==> config.mk <==
export PLATFORM = sky130hd
export DESIGN_NAME = icd_core
export DESIGN_NICKNAME = d
export VERILOG_FILES = /design/src/rtl/icd_pkg.sv /design/src/rtl/icd_pin_sync.sv /design/src/rtl/icd_core.sv
export VERILOG_INCLUDE_DIRS = /design/src /design/src/rtl
export SDC_FILE = /design/constraint.sdc
export NUM_CORES = 1
export LEC_CHECK = 0
export ABC_CLOCK_PERIOD_IN_PS = 3600
export BUFFER_PORTS_ARGS = -buffer_cell sky130_fd_sc_hd__clkbuf_2
export CORE_MARGIN = 2
export CORE_UTILIZATION = 56
export CTS_CLUSTER_DIAMETER = 120
export DETAILED_ROUTE_END_ITERATION = 7
export PLACE_DENSITY = 0.78
export RECOVER_POWER = 50
export SYNTH_ARGS = -nofsm -noshare
export SYNTH_HDL_FRONTEND = slang
export SYNTH_SLANG_ARGS = --single-unit
==> constraint.sdc <==
create_clock -name sys_clk -period 3.6 [get_ports sys_clk]
set_input_delay 0.18 -clock sys_clk [delete_from_list [all_inputs] [get_ports sys_clk]]
set_output_delay 0.18 -clock sys_clk [all_outputs]
set_load 0.05 [all_outputs]
==> src/rtl/icd_map.svh <==
// Offsets, field positions and opcode constants for the instruction-class decode core.
// Assumes inclusion by bare name from the core file.
`ifndef ICD_MAP_SVH
`define ICD_MAP_SVH
`define ICD_BTB_HI 4'h0
`define ICD_BITRW_HI 4'h1
`define ICD_REL_HI 4'h2
`define ICD_DIR_HI 4'h3
`define ICD_INHA_HI 4'h4
`define ICD_INHX_HI 4'h5
`define ICD_IX1_HI 4'h6
`define ICD_IX_HI 4'h7
`define ICD_CTL_HI 4'h9
`define ICD_PWR_HI 4'h8
`define ICD_RM_DIR 4'hB
`define ICD_RM_EXT 4'hC
`define ICD_OP_ALWAYS 4'h0
`define ICD_OP_NEVER 4'h1
`define ICD_OP_PINLOW 4'hE
`define ICD_OP_PINHIGH 4'hF
`define ICD_OP_JUMP 4'hC
`define ICD_OP_JUMPSUB 4'hD
`define ICD_OP_TEST 4'hD
`define ICD_OP_CLR 4'hF
`define ICD_OP_COM 4'h3
`define ICD_OP_INC 4'hC
`define ICD_OP_DEC 4'hA
`define ICD_OP_NEG 4'h0
`define ICD_OP_LDA 4'h6
`define ICD_OP_STA 4'h7
`define ICD_OP_LDX 4'hE
`define ICD_OP_STX 4'hF
`define ICD_OP_ADD 4'hB
`define ICD_OP_SUB 4'h0
`define ICD_OP_AND 4'h4
`define ICD_OP_ORA 4'hA
`define ICD_OP_EOR 4'h8
`define ICD_OP_ATOX 4'h7
`define ICD_OP_XTOA 4'hF
`define ICD_OP_CLC 4'h8
`define ICD_OP_SEC 4'h9
`define ICD_OP_CLI 4'hA
`define ICD_OP_SEI 4'hB
`define ICD_OP_STOP 4'hE
`define ICD_OP_WAIT 4'hF
`define ICD_RESET_PC 16'h0100
`define ICD_DIR_PAGE 8'h00
`endif

==> src/rtl/icd_pkg.sv <==
// Types of the instruction-class decode core; its pin synchroniser keeps its own.
// Assumes icd_map.svh is reachable by bare name.
package icd_pkg;
	typedef enum logic [3:0] {
		ST_FETCH = 4'h0,
		ST_OPND1 = 4'h1,
		ST_OPND2 = 4'h2,
		ST_READ = 4'h3,
		ST_WRITE = 4'h4,
		ST_EXEC = 4'h5,
		ST_STOP = 4'h6,
		ST_WAIT = 4'h7
	} icd_state_type;
endpackage

==> src/rtl/icd_pin_sync.sv <==
// Three-stage synchroniser for an asynchronous pin input.
// Assumes the pin is unrelated to sys_clk; output changes once stages two and three agree.
`timescale 1ns/10ps
module icd_pin_sync (
	input wire logic sys_clk, // Core clock.
	input wire logic rst_n, // Asynchronous reset, active low.
	input wire logic clkEn, // Freezes the stages while low.
	input wire logic pinIn, // Raw pin level.
	output logic pinSync // Filtered level.
);
	typedef struct packed {
		logic [2:0] stage;
		logic level;
	} icd_sync_type;
	icd_sync_type sync_q;
	icd_sync_type sync_d;

	always_comb begin
		sync_d = sync_q;
		sync_d.stage = {sync_q.stage[1:0], pinIn};
		if (sync_q.stage[1] == sync_q.stage[2]) begin
			sync_d.level = sync_q.stage[2];
		end
	end

	always_ff @(posedge sys_clk or negedge rst_n) begin
		if (!rst_n) begin
			// The pin idles high, so reset to that level to avoid a false low after reset.
			sync_q <= '1;
		end else if (clkEn) begin
			sync_q <= sync_d;
		end
	end

	assign pinSync = sync_q.level;
endmodule

==> src/rtl/icd_core.sv <==
// Instruction-class decode and execute core of a small 8-bit CPU.
// Assumes read data stand in the same cycle as memRd and are taken at its closing edge.
`timescale 1ns/10ps
`include "icd_map.svh"

// Contract
// - Register/memory: acc or index with memory
// - Read-modify-write writes result back same place
// - Test negative-zero skips the write-back
// - Jumps load PC from effective address
// - False branch condition falls through
// - Branch target is PC plus signed offset
// - Bit-branch: three bytes, direct plus relative
// - Second byte address, third byte offset
// - Opcode gives bit number and polarity
// - Bit-branch range -128 to +127
// - Tested bit copied into carry always
// - Bit set/clear changes only one bit
// - Bit instructions use direct addressing only
// - Control instructions inherent, no memory operand
// - Halt oscillator and enable external interrupt
// - Wait halts clock, enables interrupts
// - Branches on interrupt pin high/low
// - Copy acc to index and back
// - Direct address high byte forced zero
module icd_core (
	input wire logic sys_clk, // Core clock, 100 MHz.
	input wire logic rst_n, // Asynchronous reset, active low.
	input wire logic clkEn, // Freezes all state while low.
	input wire logic irqPin, // External interrupt pin level.
	input wire logic irqReq, // Pending interrupt request, same clock.
	input wire logic [7:0] memRdata, // Read data, in the same cycle as memRd.
	output logic [15:0] memAddr, // Bus address.
	output logic memRd, // Read strobe.
	output logic memWr, // Write strobe.
	output logic [7:0] memWdata, // Write data.
	output logic [7:0] accOut, // Accumulator.
	output logic [7:0] idxOut, // Index register.
	output logic [15:0] pcOut, // Program counter.
	output logic [4:0] ccrOut, // Flags H I N Z C.
	output logic oscStop, // Oscillator halted.
	output logic cpuWait, // CPU clock halted.
	output logic [2:0] insnClass // Class of the current opcode.
);
	import icd_pkg::*;

	typedef struct packed {
		icd_state_type state;
		logic [15:0] pc;
		logic [7:0] acc;
		logic [7:0] idx;
		logic [4:0] ccr;
		logic [7:0] opcode;
		logic [7:0] op1;
		logic [7:0] data;
		logic [15:0] ea;
		logic [15:0] addr;
		logic rd;
		logic wr;
		logic [7:0] wdata;
		logic [2:0] cls;
		logic stopped;
		logic waiting;
	} icd_core_type;

	icd_core_type core_q;
	icd_core_type core_d;
	logic irqLevel;
	logic [3:0] hi;
	logic [3:0] lo;
	logic [2:0] bitSel;
	logic polarity;
	logic relCond;
	logic [7:0] rmwRes;
	logic [15:0] relTarget;
	logic [7:0] rmwIn;

	icd_pin_sync u_irq_sync (
		.sys_clk(sys_clk),
		.rst_n(rst_n),
		.clkEn(clkEn),
		.pinIn(irqPin),
		.pinSync(irqLevel)
	);

	assign hi = core_q.opcode[7:4];
	assign lo = core_q.opcode[3:0];
	assign bitSel = core_q.opcode[3:1];
	assign polarity = core_q.opcode[0];

	// ----------------------------------------------------------------
	// Branch condition and target
	// ----------------------------------------------------------------
	always_comb begin
		case (lo)
			`ICD_OP_ALWAYS: relCond = 1'b1;
			`ICD_OP_NEVER: relCond = 1'b0;
			4'h4: relCond = ~core_q.ccr[0];
			4'h5: relCond = core_q.ccr[0];
			4'h6: relCond = ~core_q.ccr[1];
			4'h7: relCond = core_q.ccr[1];
			4'h8: relCond = ~core_q.ccr[4];
			4'h9: relCond = core_q.ccr[4];
			4'hA: relCond = ~core_q.ccr[2];
			4'hB: relCond = core_q.ccr[2];
			4'hC: relCond = ~core_q.ccr[3];
			4'hD: relCond = core_q.ccr[3];
			`ICD_OP_PINLOW: relCond = ~irqLevel;
			`ICD_OP_PINHIGH: relCond = irqLevel;
			default: relCond = 1'b0;
		endcase
	end

	// Sign-extended offset from the already advanced PC spans -128 to +127.
	assign relTarget = core_q.pc + {{8{core_q.data[7]}}, core_q.data};

	// ----------------------------------------------------------------
	// Read-modify-write operation
	// ----------------------------------------------------------------
	// Inherent forms take the accumulator or index as operand instead of memory.
	assign rmwIn = (hi == `ICD_INHA_HI) ? core_q.acc : ((hi == `ICD_INHX_HI) ? core_q.idx : core_q.data);

	always_comb begin
		case (lo)
			`ICD_OP_NEG: rmwRes = 8'h00 - rmwIn;
			`ICD_OP_COM: rmwRes = ~rmwIn;
			4'h4: rmwRes = {1'b0, rmwIn[7:1]};
			4'h6: rmwRes = {core_q.ccr[0], rmwIn[7:1]};
			4'h7: rmwRes = {rmwIn[7], rmwIn[7:1]};
			4'h8: rmwRes = {rmwIn[6:0], 1'b0};
			4'h9: rmwRes = {rmwIn[6:0], core_q.ccr[0]};
			`ICD_OP_DEC: rmwRes = rmwIn - 8'h01;
			`ICD_OP_INC: rmwRes = rmwIn + 8'h01;
			`ICD_OP_CLR: rmwRes = 8'h00;
			default: rmwRes = rmwIn;
		endcase
	end

	// ----------------------------------------------------------------
	// Sequencer
	// ----------------------------------------------------------------
	// Read data are taken at the edge that closes the cycle in which memRd stands.
	// Every state that samples memRdata is entered with the strobe raised, except ST_READ for STA and STX.
	always_comb begin
		logic [7:0] alu;
		logic [7:0] bitMask;
		alu = 8'h00;
		bitMask = 8'h01 << bitSel;
		core_d = core_q;
		core_d.rd = 1'b0;
		core_d.wr = 1'b0;
		case (core_q.state)
			ST_FETCH: begin
				if (core_q.rd) begin
					core_d.opcode = memRdata;
					case (memRdata[7:4])
						`ICD_BTB_HI, `ICD_BITRW_HI: core_d.cls = 3'h3;
						`ICD_REL_HI, `ICD_RM_EXT: core_d.cls = 3'h2;
						`ICD_DIR_HI, `ICD_INHA_HI, `ICD_INHX_HI, `ICD_IX1_HI, `ICD_IX_HI: core_d.cls = 3'h1;
						`ICD_CTL_HI, `ICD_PWR_HI: core_d.cls = 3'h4;
						default: core_d.cls = 3'h0;
					endcase
					if (memRdata[7:4] == `ICD_CTL_HI || memRdata[7:4] == `ICD_INHA_HI
						|| memRdata[7:4] == `ICD_INHX_HI || memRdata[7:4] == `ICD_PWR_HI) begin
						core_d.state = ST_EXEC;
					end else begin
						core_d.state = ST_OPND1;
						core_d.addr = core_q.pc;
						core_d.pc = core_q.pc + 16'h0001;
						core_d.rd = 1'b1;
					end
				end else begin
					core_d.addr = core_q.pc;
					core_d.pc = core_q.pc + 16'h0001;
					core_d.rd = 1'b1;
				end
			end
			ST_OPND1: begin
				core_d.op1 = memRdata;
				core_d.data = memRdata;
				core_d.ea = {`ICD_DIR_PAGE, memRdata};
				if (hi == `ICD_RM_EXT || hi == `ICD_BTB_HI) begin
					core_d.state = ST_OPND2;
					core_d.addr = core_q.pc;
					core_d.pc = core_q.pc + 16'h0001;
					core_d.rd = 1'b1;
				end else if (hi == `ICD_REL_HI) begin
					core_d.state = ST_EXEC;
				end else if (hi == `ICD_IX1_HI || hi == `ICD_IX_HI) begin
					core_d.ea = 16'({`ICD_DIR_PAGE, memRdata}) + {8'h00, core_q.idx};
					core_d.addr = 16'({`ICD_DIR_PAGE, memRdata}) + {8'h00, core_q.idx};
					core_d.state = ST_READ;
					core_d.rd = 1'b1;
				end else if (hi == `ICD_RM_DIR && lo == `ICD_OP_JUMP) begin
					core_d.state = ST_EXEC;
				end else begin
					core_d.addr = {`ICD_DIR_PAGE, memRdata};
					core_d.state = ST_READ;
					// Only stores skip the read; bit and modify forms share these low codes.
					core_d.rd = (hi != `ICD_RM_DIR) || ((lo != `ICD_OP_STA) && (lo != `ICD_OP_STX));
				end
			end
			ST_OPND2: begin
				if (hi == `ICD_BTB_HI) begin
					core_d.data = memRdata;
					core_d.addr = core_q.ea;
					core_d.state = ST_READ;
					core_d.rd = 1'b1;
				end else begin
					core_d.ea = {core_q.op1, memRdata};
					core_d.addr = {core_q.op1, memRdata};
					core_d.state = (lo == `ICD_OP_JUMP || lo == `ICD_OP_JUMPSUB) ? ST_EXEC : ST_READ;
					core_d.rd = (lo != `ICD_OP_JUMP) && (lo != `ICD_OP_JUMPSUB) && (lo != `ICD_OP_STA)
						&& (lo != `ICD_OP_STX);
				end
			end
			ST_READ: begin
				if (hi == `ICD_BTB_HI) begin
					core_d.ccr[0] = memRdata[bitSel];
					if (memRdata[bitSel] == ~polarity) begin
						core_d.pc = relTarget;
					end
					core_d.state = ST_FETCH;
				end else if (hi == `ICD_BITRW_HI) begin
					core_d.wdata = polarity ? (memRdata & ~bitMask) : (memRdata | bitMask);
					core_d.wr = 1'b1;
					core_d.state = ST_WRITE;
				end else begin
					core_d.data = memRdata;
					core_d.state = ST_EXEC;
				end
			end
			ST_EXEC: begin
				core_d.state = ST_FETCH;
				if (hi == `ICD_REL_HI) begin
					if (relCond) begin
						core_d.pc = relTarget;
					end
				end else if (hi == `ICD_RM_DIR || hi == `ICD_RM_EXT) begin
					case (lo)
						`ICD_OP_JUMP, `ICD_OP_JUMPSUB: core_d.pc = core_q.ea;
						`ICD_OP_LDA: core_d.acc = core_q.data;
						`ICD_OP_LDX: core_d.idx = core_q.data;
						`ICD_OP_ADD: core_d.acc = core_q.acc + core_q.data;
						`ICD_OP_SUB: core_d.acc = core_q.acc - core_q.data;
						`ICD_OP_AND: core_d.acc = core_q.acc & core_q.data;
						`ICD_OP_ORA: core_d.acc = core_q.acc | core_q.data;
						`ICD_OP_EOR: core_d.acc = core_q.acc ^ core_q.data;
						`ICD_OP_STA, `ICD_OP_STX: begin
							core_d.wdata = (lo == `ICD_OP_STA) ? core_q.acc : core_q.idx;
							core_d.addr = core_q.ea;
							core_d.wr = 1'b1;
							core_d.state = ST_WRITE;
						end
						default: core_d.acc = core_q.acc;
					endcase
					alu = core_d.acc;
					core_d.ccr[2] = alu[7];
					core_d.ccr[1] = (alu == 8'h00);
				end else if (hi == `ICD_CTL_HI) begin
					case (lo)
						`ICD_OP_ATOX: core_d.idx = core_q.acc;
						`ICD_OP_XTOA: core_d.acc = core_q.idx;
						`ICD_OP_CLC: core_d.ccr[0] = 1'b0;
						`ICD_OP_SEC: core_d.ccr[0] = 1'b1;
						`ICD_OP_CLI: core_d.ccr[3] = 1'b0;
						`ICD_OP_SEI: core_d.ccr[3] = 1'b1;
						default: core_d.ccr = core_q.ccr;
					endcase
				end else if (hi == `ICD_PWR_HI) begin
					// Power codes live in their own row so they never alias the transfers.
					case (lo)
						`ICD_OP_STOP: begin
							core_d.ccr[3] = 1'b0;
							core_d.state = ST_STOP;
						end
						`ICD_OP_WAIT: begin
							core_d.ccr[3] = 1'b0;
							core_d.state = ST_WAIT;
						end
						default: core_d.state = ST_FETCH;
					endcase
				end else begin
					// Register forms write back into the register and never touch the bus.
					core_d.data = rmwIn;
					core_d.ccr[2] = rmwRes[7];
					core_d.ccr[1] = (rmwRes == 8'h00);
					if (lo != `ICD_OP_TEST) begin
						if (hi == `ICD_INHA_HI) begin
							core_d.acc = rmwRes;
						end else if (hi == `ICD_INHX_HI) begin
							core_d.idx = rmwRes;
						end else begin
							core_d.wdata = rmwRes;
							core_d.addr = core_q.ea;
							core_d.wr = 1'b1;
							core_d.state = ST_WRITE;
						end
					end
				end
			end
			ST_WRITE: begin
				core_d.state = ST_FETCH;
			end
			ST_STOP, ST_WAIT: begin
				if (irqReq || ((core_q.state == ST_STOP) && !irqLevel)) begin
					core_d.state = ST_FETCH;
				end
			end
			default: core_d.state = ST_FETCH;
		endcase
		// Power flags follow the next state so the outputs come straight from flops.
		core_d.stopped = (core_d.state == ST_STOP);
		core_d.waiting = (core_d.state == ST_WAIT);
	end

	// ----------------------------------------------------------------
	// State register
	// ----------------------------------------------------------------
	always_ff @(posedge sys_clk or negedge rst_n) begin
		if (!rst_n) begin
			core_q <= '0;
			core_q.pc <= `ICD_RESET_PC;
			core_q.state <= ST_FETCH;
		end else if (clkEn) begin
			core_q <= core_d;
		end
	end

	// ----------------------------------------------------------------
	// Outputs
	// ----------------------------------------------------------------
	assign memAddr = core_q.addr;
	assign memRd = core_q.rd;
	assign memWr = core_q.wr;
	assign memWdata = core_q.wdata;
	assign accOut = core_q.acc;
	assign idxOut = core_q.idx;
	assign pcOut = core_q.pc;
	assign ccrOut = core_q.ccr;
	assign oscStop = core_q.stopped;
	assign cpuWait = core_q.waiting;
	assign insnClass = core_q.cls;
endmodule

==> results.json, run 1 <==
{
  "status": "finished with violations",
  "violations": "max-capacitance violations, max-slew violations",
  "gp_congestion": 1.08,
  "setup_viol": 0,
  "cts_buffers": 17,
  "hpwl_mm": 28.7,
  "drt_first_pass_iters": 7,
  "syn_inst": 1339,
  "yosysSeqAreaShare_pct": 26.9,
  "ys_types": 84,
  "antenna_found_initial": 0,
  "fmax_mhz": 283,
  "dp.cells": 1626,
  "die_w_um": 142,
  "crit_type": "register to register",
  "slew_headroom_pct": -75.2,
  "fin_crit_sh_pct": 98.1,
  "synthToLayoutAreaGrowth_pct": 14.7,
  "async_reset_ff_share_pct": 100,
  "vias_per_cell": 6.89,
  "cp-end-kind": "register",
  "nets": 1486,
  "tritoncts": "done",
  "fin_crit_ns": 3.53,
  "clk-insertion-delay-late_ns": 0.44,
  "yosysTopAreaCellShare_pct": 25.7,
  "grt_pass1_wl_mm": 60.1,
  "rr_worst_depth": 10,
  "cp_num_buf_inv": 2,
  "io_pins": 81,
  "clock_sinks": 115,
  "finalNonFillerCells": 1661,
  "worstPathRequired_ns": 3.92,
  "cp_max_fo": 26,
  "hold_path_class": "input pin to register",
  "ant_nets": 0,
  "layout_commonest_cell": "nor2_1",
  "core_sq_mm": 0.0188,
  "diodes": 0,
  "synth-compound-area-share_pct": 28.4,
  "critPathLaunchType": "register",
  "synth-main-ff-cell": "dfrtp_1",
  "synth_top_family_by_area": "compound AO/OA/AOI/OAI gates",
  "cts_root_buf": "clkbuf_16",
  "synth_edf_count": 0,
  "finalMaxSlewViolations": 116,
  "num_rows": 50,
  "synthAdderAreaFrac_pct": 7.17,
  "hold_start": "memRdata[0]",
  "cpMaxStageDelayCell": "a21oi_1",
  "grt_pass1_vias": 10500,
  "hold_viol": 0,
  "drc": 0,
  "cpLargestDelayFamily": "compound AO/OA/AOI/OAI gates",
  "synth-simple-area-share_pct": 19.2,
  "min_to": "core_q[55]",
  "drtIter0Drc": 1765,
  "grt_util_all_layers_pct": 38.6,
  "r2r_end": "memWdata[1]",
  "final_cell_mix": "nor2_1 (124), nand2_1 (116), buf_4 (115)",
  "drt-total-wl_mm": 38.8,
  "die_h_um": 142,
  "cpPeakStageDelay_ns": 0.57,
  "syn_area_per_cell_sq_um": 8.00,
  "hold_depth": 2,
  "syn_area_sq_mm": 0.0107,
  "clock_skew_ns": 0.0129,
  "die-area_sq_mm": 0.0203,
  "cp_cell_sequence": "buf_4, buf_4, nor3b_1, o21a_1, nand3_1, nand2_1, nand2_1, a21oi_1, o311ai_0, o21a_1",
  "grt_overflow": 0,
  "crit_arrival_ns": 3.85,
  "synth_warnings": 0,
  "cts-htree-levels": 4,
  "worst_pin_slew_ns": 2.63,
  "cts_buffer_depth": 2,
  "yosys-top-cells-area": "dfrtp_1 (26%), ha_1 (6.4%), a21oi_1 (4.9%)",
  "clkTransAtPathRegs_ns": 0.07,
  "yosys.area_share.xor_xnor_pct": 2.70,
  "io_buffer_count": 79,
  "reg2reg_from": "core_q[68]",
  "syn_nets": 1411,
  "r2r_slack_ns": 0.07,
  "vias": 11400,
  "drive_gt1_share_pct": 20.3,
  "start_util_pct": 57.1,
  "wire_per_inst_um": 23.4,
  "ys_ff_latch": 115,
  "yosysTopAreaCell": "dfrtp_1",
  "synth.area.mux_share_pct": 6.48,
  "cap_violations": 1,
  "grt_max_degree": 116
}
## layer usage
metal | vias to the layer above | track usage, % | share of wire (%)
met1 | 5355 | 52.7 | 39
met3 | 171 | 8.55 | 12
met5 | - | 0 | 0
met2 | 828 | 56.2 | 42
met4 | 0 | 22.5 | 6.6
li1 | 5082 | - | -
## registers in the layout, indices dropped and copies added, names as in the netlist, 2 cells and up
signal             flops
accOut                 8
u_irq_sync.sync_d      2
idxOut                 8
insnClass              3
memAddr               16
ccrOut                 4
core_q                41
memWdata               8
pcOut                 16
bitSel                 3
## cell families (layout without fill, tap and decap cells)
logic type / count (synthesis) / count (layout)
compound gates: 451 / 451
xor+xnor: 33 / 33
fa+ha+maj: 59 / 59
buf+inv: 189 / 277
flops: 115 / 115
mux: 63 / 63
other cells: 1 / 1
simple gates: 428 / 428
## what timing repair did
item | 4_1_cts | 5_1_grt
hold buffers | 2 | 0
gates cloned | 0 | 0
endpoints found under the hold margin | 111 | 0
pin swaps | 2 | 8
buffers inserted | 0 | 1
gates resized for setup | 7 | 31
endpoints found under the setup margin | 7 | 20
## layout make-up
class / count / area [sq um]
multi-input cells: 1035 / 7080
fillers: 1649 / 6470
flip-flops and latches: 115 / 2890
repair buffers: 200 / 1280
clock buffers: 17 / 425
well taps: 234 / 293
inverters: 45 / 169
clock inverters: 15 / 165
## worst max path at each step
stage	start	to	slack [ns]	depth (start not counted)
6_report	core_q[68]	memWdata[1]	0.07	10
3_5_place_dp	core_q[70]	accOut[4]	-0.22	15
5_1_grt	core_q[69]	idxOut[4]	-0.02	16
2_1_floorplan	core_q[68]	accOut[4]	0.02	14
3_3_place_gp	core_q[70]	accOut[4]	-0.13	15
4_1_cts	core_q[70]	idxOut[4]	-0.02	16
## synthesized netlist by cell type (all sizes together) (30+ instances only)
cell type	n
nand2	117
dfrtp	110
nor2	130
inv	44
buf	79
mux2i	30
clkbuf	65
nor3	38
mux2	31
o21ai	98
a21oi	106
ha	55
## per-stage QoR
step	setup WS [ns]	hold WS, ns	utilization, %	TNS [ns]	instance area, sq um
2_1_floorplan	0.0156	-0.116	-	0	10700
3_3_place_gp	-0.129	0.323	61.5	-0.303	11500
3_5_place_dp	-0.222	0.330	61.5	-0.721	11500
4_1_cts	-0.0157	0.160	64.9	-0.0157	12200
5_1_grt	-0.0212	0.216	65.5	-0.0306	12300
6_report	0.0686	0.201	65.5	0	12300
Power of run 1 is left out: the tool's default activity adds up to more than one toggle a clock period on the data nets, which glitch-free logic cannot reach.
==> run 2: changes to the inputs <==
--- a/config.mk
+++ b/config.mk
@@ -12,6 +12,7 @@
 export CORE_UTILIZATION = 56
 export CTS_CLUSTER_DIAMETER = 120
 export DETAILED_ROUTE_END_ITERATION = 7
+export MAX_ROUTING_LAYER = met4
 export PLACE_DENSITY = 0.78
 export RECOVER_POWER = 50
 export SYNTH_ARGS = -nofsm -noshare
==> run 2 against run 1 <==
  * The flow finishes with violations (design-rule violations, max-capacitance violations, max-slew violations)
  * Wire length down 0.22%
  * Sequential share of layout area decreased by 0.13 points
  * Clock-buffer cell count stayed put
  * Register-to-register slack gained 0.02 ns
  * Setup slack improved by 0.018 ns
  * Critical path depth up 3
  * Critical path type unchanged
  * Critical endpoint is now idxOut[2]
==> results.json, run 2 (synthesis gave the netlist of run 1 again) <==
{
  "clock_skew_ns": 0.0123,
  "cts_root_buf": "clkbuf_16",
  "violations": "design-rule violations, max-capacitance violations, max-slew violations",
  "status": "finished with violations",
  "rr_worst_depth": 13,
  "finalMaxSlewViolations": 37,
  "die-area_sq_mm": 0.0203,
  "grt_pass1_wl_mm": 59.4,
  "cts_buffer_depth": 2,
  "critPathLaunchType": "register",
  "dp.cells": 1623,
  "cts_buffers": 17,
  "hold_path_class": "input pin to register",
  "hpwl_mm": 28.6,
  "tns_ns": 0,
  "rsz0062_at_grt": "true",
  "drive_gt1_share_pct": 20.8,
  "largest_reg_flops": 41,
  "io_pins": 81,
  "r2r_end": "idxOut[2]",
  "vias_per_cell": 6.82,
  "grt_overflow": 0,
  "cp-end-kind": "register",
  "drtIter0Drc": 1726,
  "nets": 1487,
  "grt_pass1_vias": 10400,
  "cp_max_fo": 4,
  "reg2reg_from": "core_q[70]",
  "fin_crit_sh_pct": 97.6,
  "worstPathRequired_ns": 3.91,
  "r2r_slack_ns": 0.09,
  "final_cell_mix": "nor2_1 (125), nand2_1 (117), buf_4 (112)",
  "post-route-util_pct": 65.9,
  "setup_ws_ns": 0.0870,
  "drc": 28,
  "hold_start": "clkEn",
  "start_util_pct": 57.1,
  "tritoncts": "done",
  "gp_congestion": 1.06,
  "clock_sinks": 115,
  "vias": 11300,
  "setup_viol": 0,
  "fin_crit_ns": 3.51,
  "core_sq_mm": 0.0188,
  "io_buffer_count": 79,
  "num_rows": 50,
  "clk-insertion-delay-late_ns": 0.43,
  "die_w_um": 142,
  "finalNonFillerCells": 1663,
  "ant_nets": 0,
  "hold_depth": 2,
  "largest-register": "core_q",
  "crit_arrival_ns": 3.82,
  "antenna_found_initial": 1,
  "grt_util_all_layers_pct": 39.1,
  "synthToLayoutAreaGrowth_pct": 15.3,
  "die_h_um": 142,
  "cts-htree-levels": 4,
  "grt_max_degree": 80,
  "min_to": "core_q[111]",
  "pre_cts_ws_ns": -0.0514,
  "slew_headroom_pct": -56.7,
  "crit_type": "register to register",
  "drt_first_pass_iters": 8,
  "layout_commonest_cell": "nor2_1",
  "drt-total-wl_mm": 38.8,
  "clkTransAtPathRegs_ns": 0.06,
  "worst_pin_slew_ns": 2.35,
  "wire_per_inst_um": 23.3,
  "fillers": 1607,
  "hold_viol": 0,
  "cap_violations": 1,
  "fmax_mhz": 285
}
-- run 2: timing repair --
action / in CTS / in global routing
gates cloned: 0 / 0
resized for setup: 6 / 40
hold buffers: 2 / 0
setup buffers: 0 / 5
setup endpoints to repair: 7 / 21
pin swaps: 0 / 17
endpoints found under the hold margin: 34 / 0
-- run 2: worst max-delay path by stage --
stage                           from        end  slack, ns  cells after the start
after floorplan           core_q[68]  accOut[4]       0.02                     14
after global placement    core_q[70]  accOut[4]      -0.01                     15
after detailed placement  core_q[70]  accOut[6]      -0.05                     14
after CTS                 core_q[70]  accOut[6]      -0.03                     16
after global routing      core_q[70]  idxOut[4]      -0.07                     15
final                     core_q[70]  idxOut[2]       0.09                     13
-- run 2: layout make-up --
cell class | instances | area (sq um) | area share, %
tap | 234 | 293 | 2.37
clock inverter | 15 | 161 | 1.31
timing repair buffer | 201 | 1330 | 10.8
multi-input combinational | 1035 | 7100 | 57.4
antenna | 1 | 2.50 | 0.0202
clock buffer | 17 | 425 | 3.44
sequential | 115 | 2890 | 23.3
inverter | 45 | 169 | 1.37
-- run 2: stage by stage --
step	cell area [sq um]	hold WS [ns]
floorplan	10700	-0.116
global placement	11500	0.200
detailed placement	11500	0.204
CTS	12200	0.170
global route	12400	0.181
finish	12400	0.175
-- run 2: metal layers --
layer  vias to the layer above  wire (um)  GRT usage, %
met5                         -          0             -
met1                      5327      15200          50.5
met4                         0       1820          17.1
met3                       162       4450          9.42
li1                       5086          -             -
met2                       770      17300          58.7
-- run 2: worst max-delay path, cell delays in order (launching register included) --
cell and delay [ns]:
dfrtp_1 0.40, or4b_4 0.55, buf_6 0.16, nor2_1 0.18, nor3_2 0.10, fa_2 0.40, buf_4 0.15, xnor2_1 0.19
o211ai_1 0.13, nor4b_1 0.32, o22ai_1 0.24, o211ai_1 0.20, o21ai_0 0.11, mux2_2 0.27
Power of run 2 is left out for the same reason.
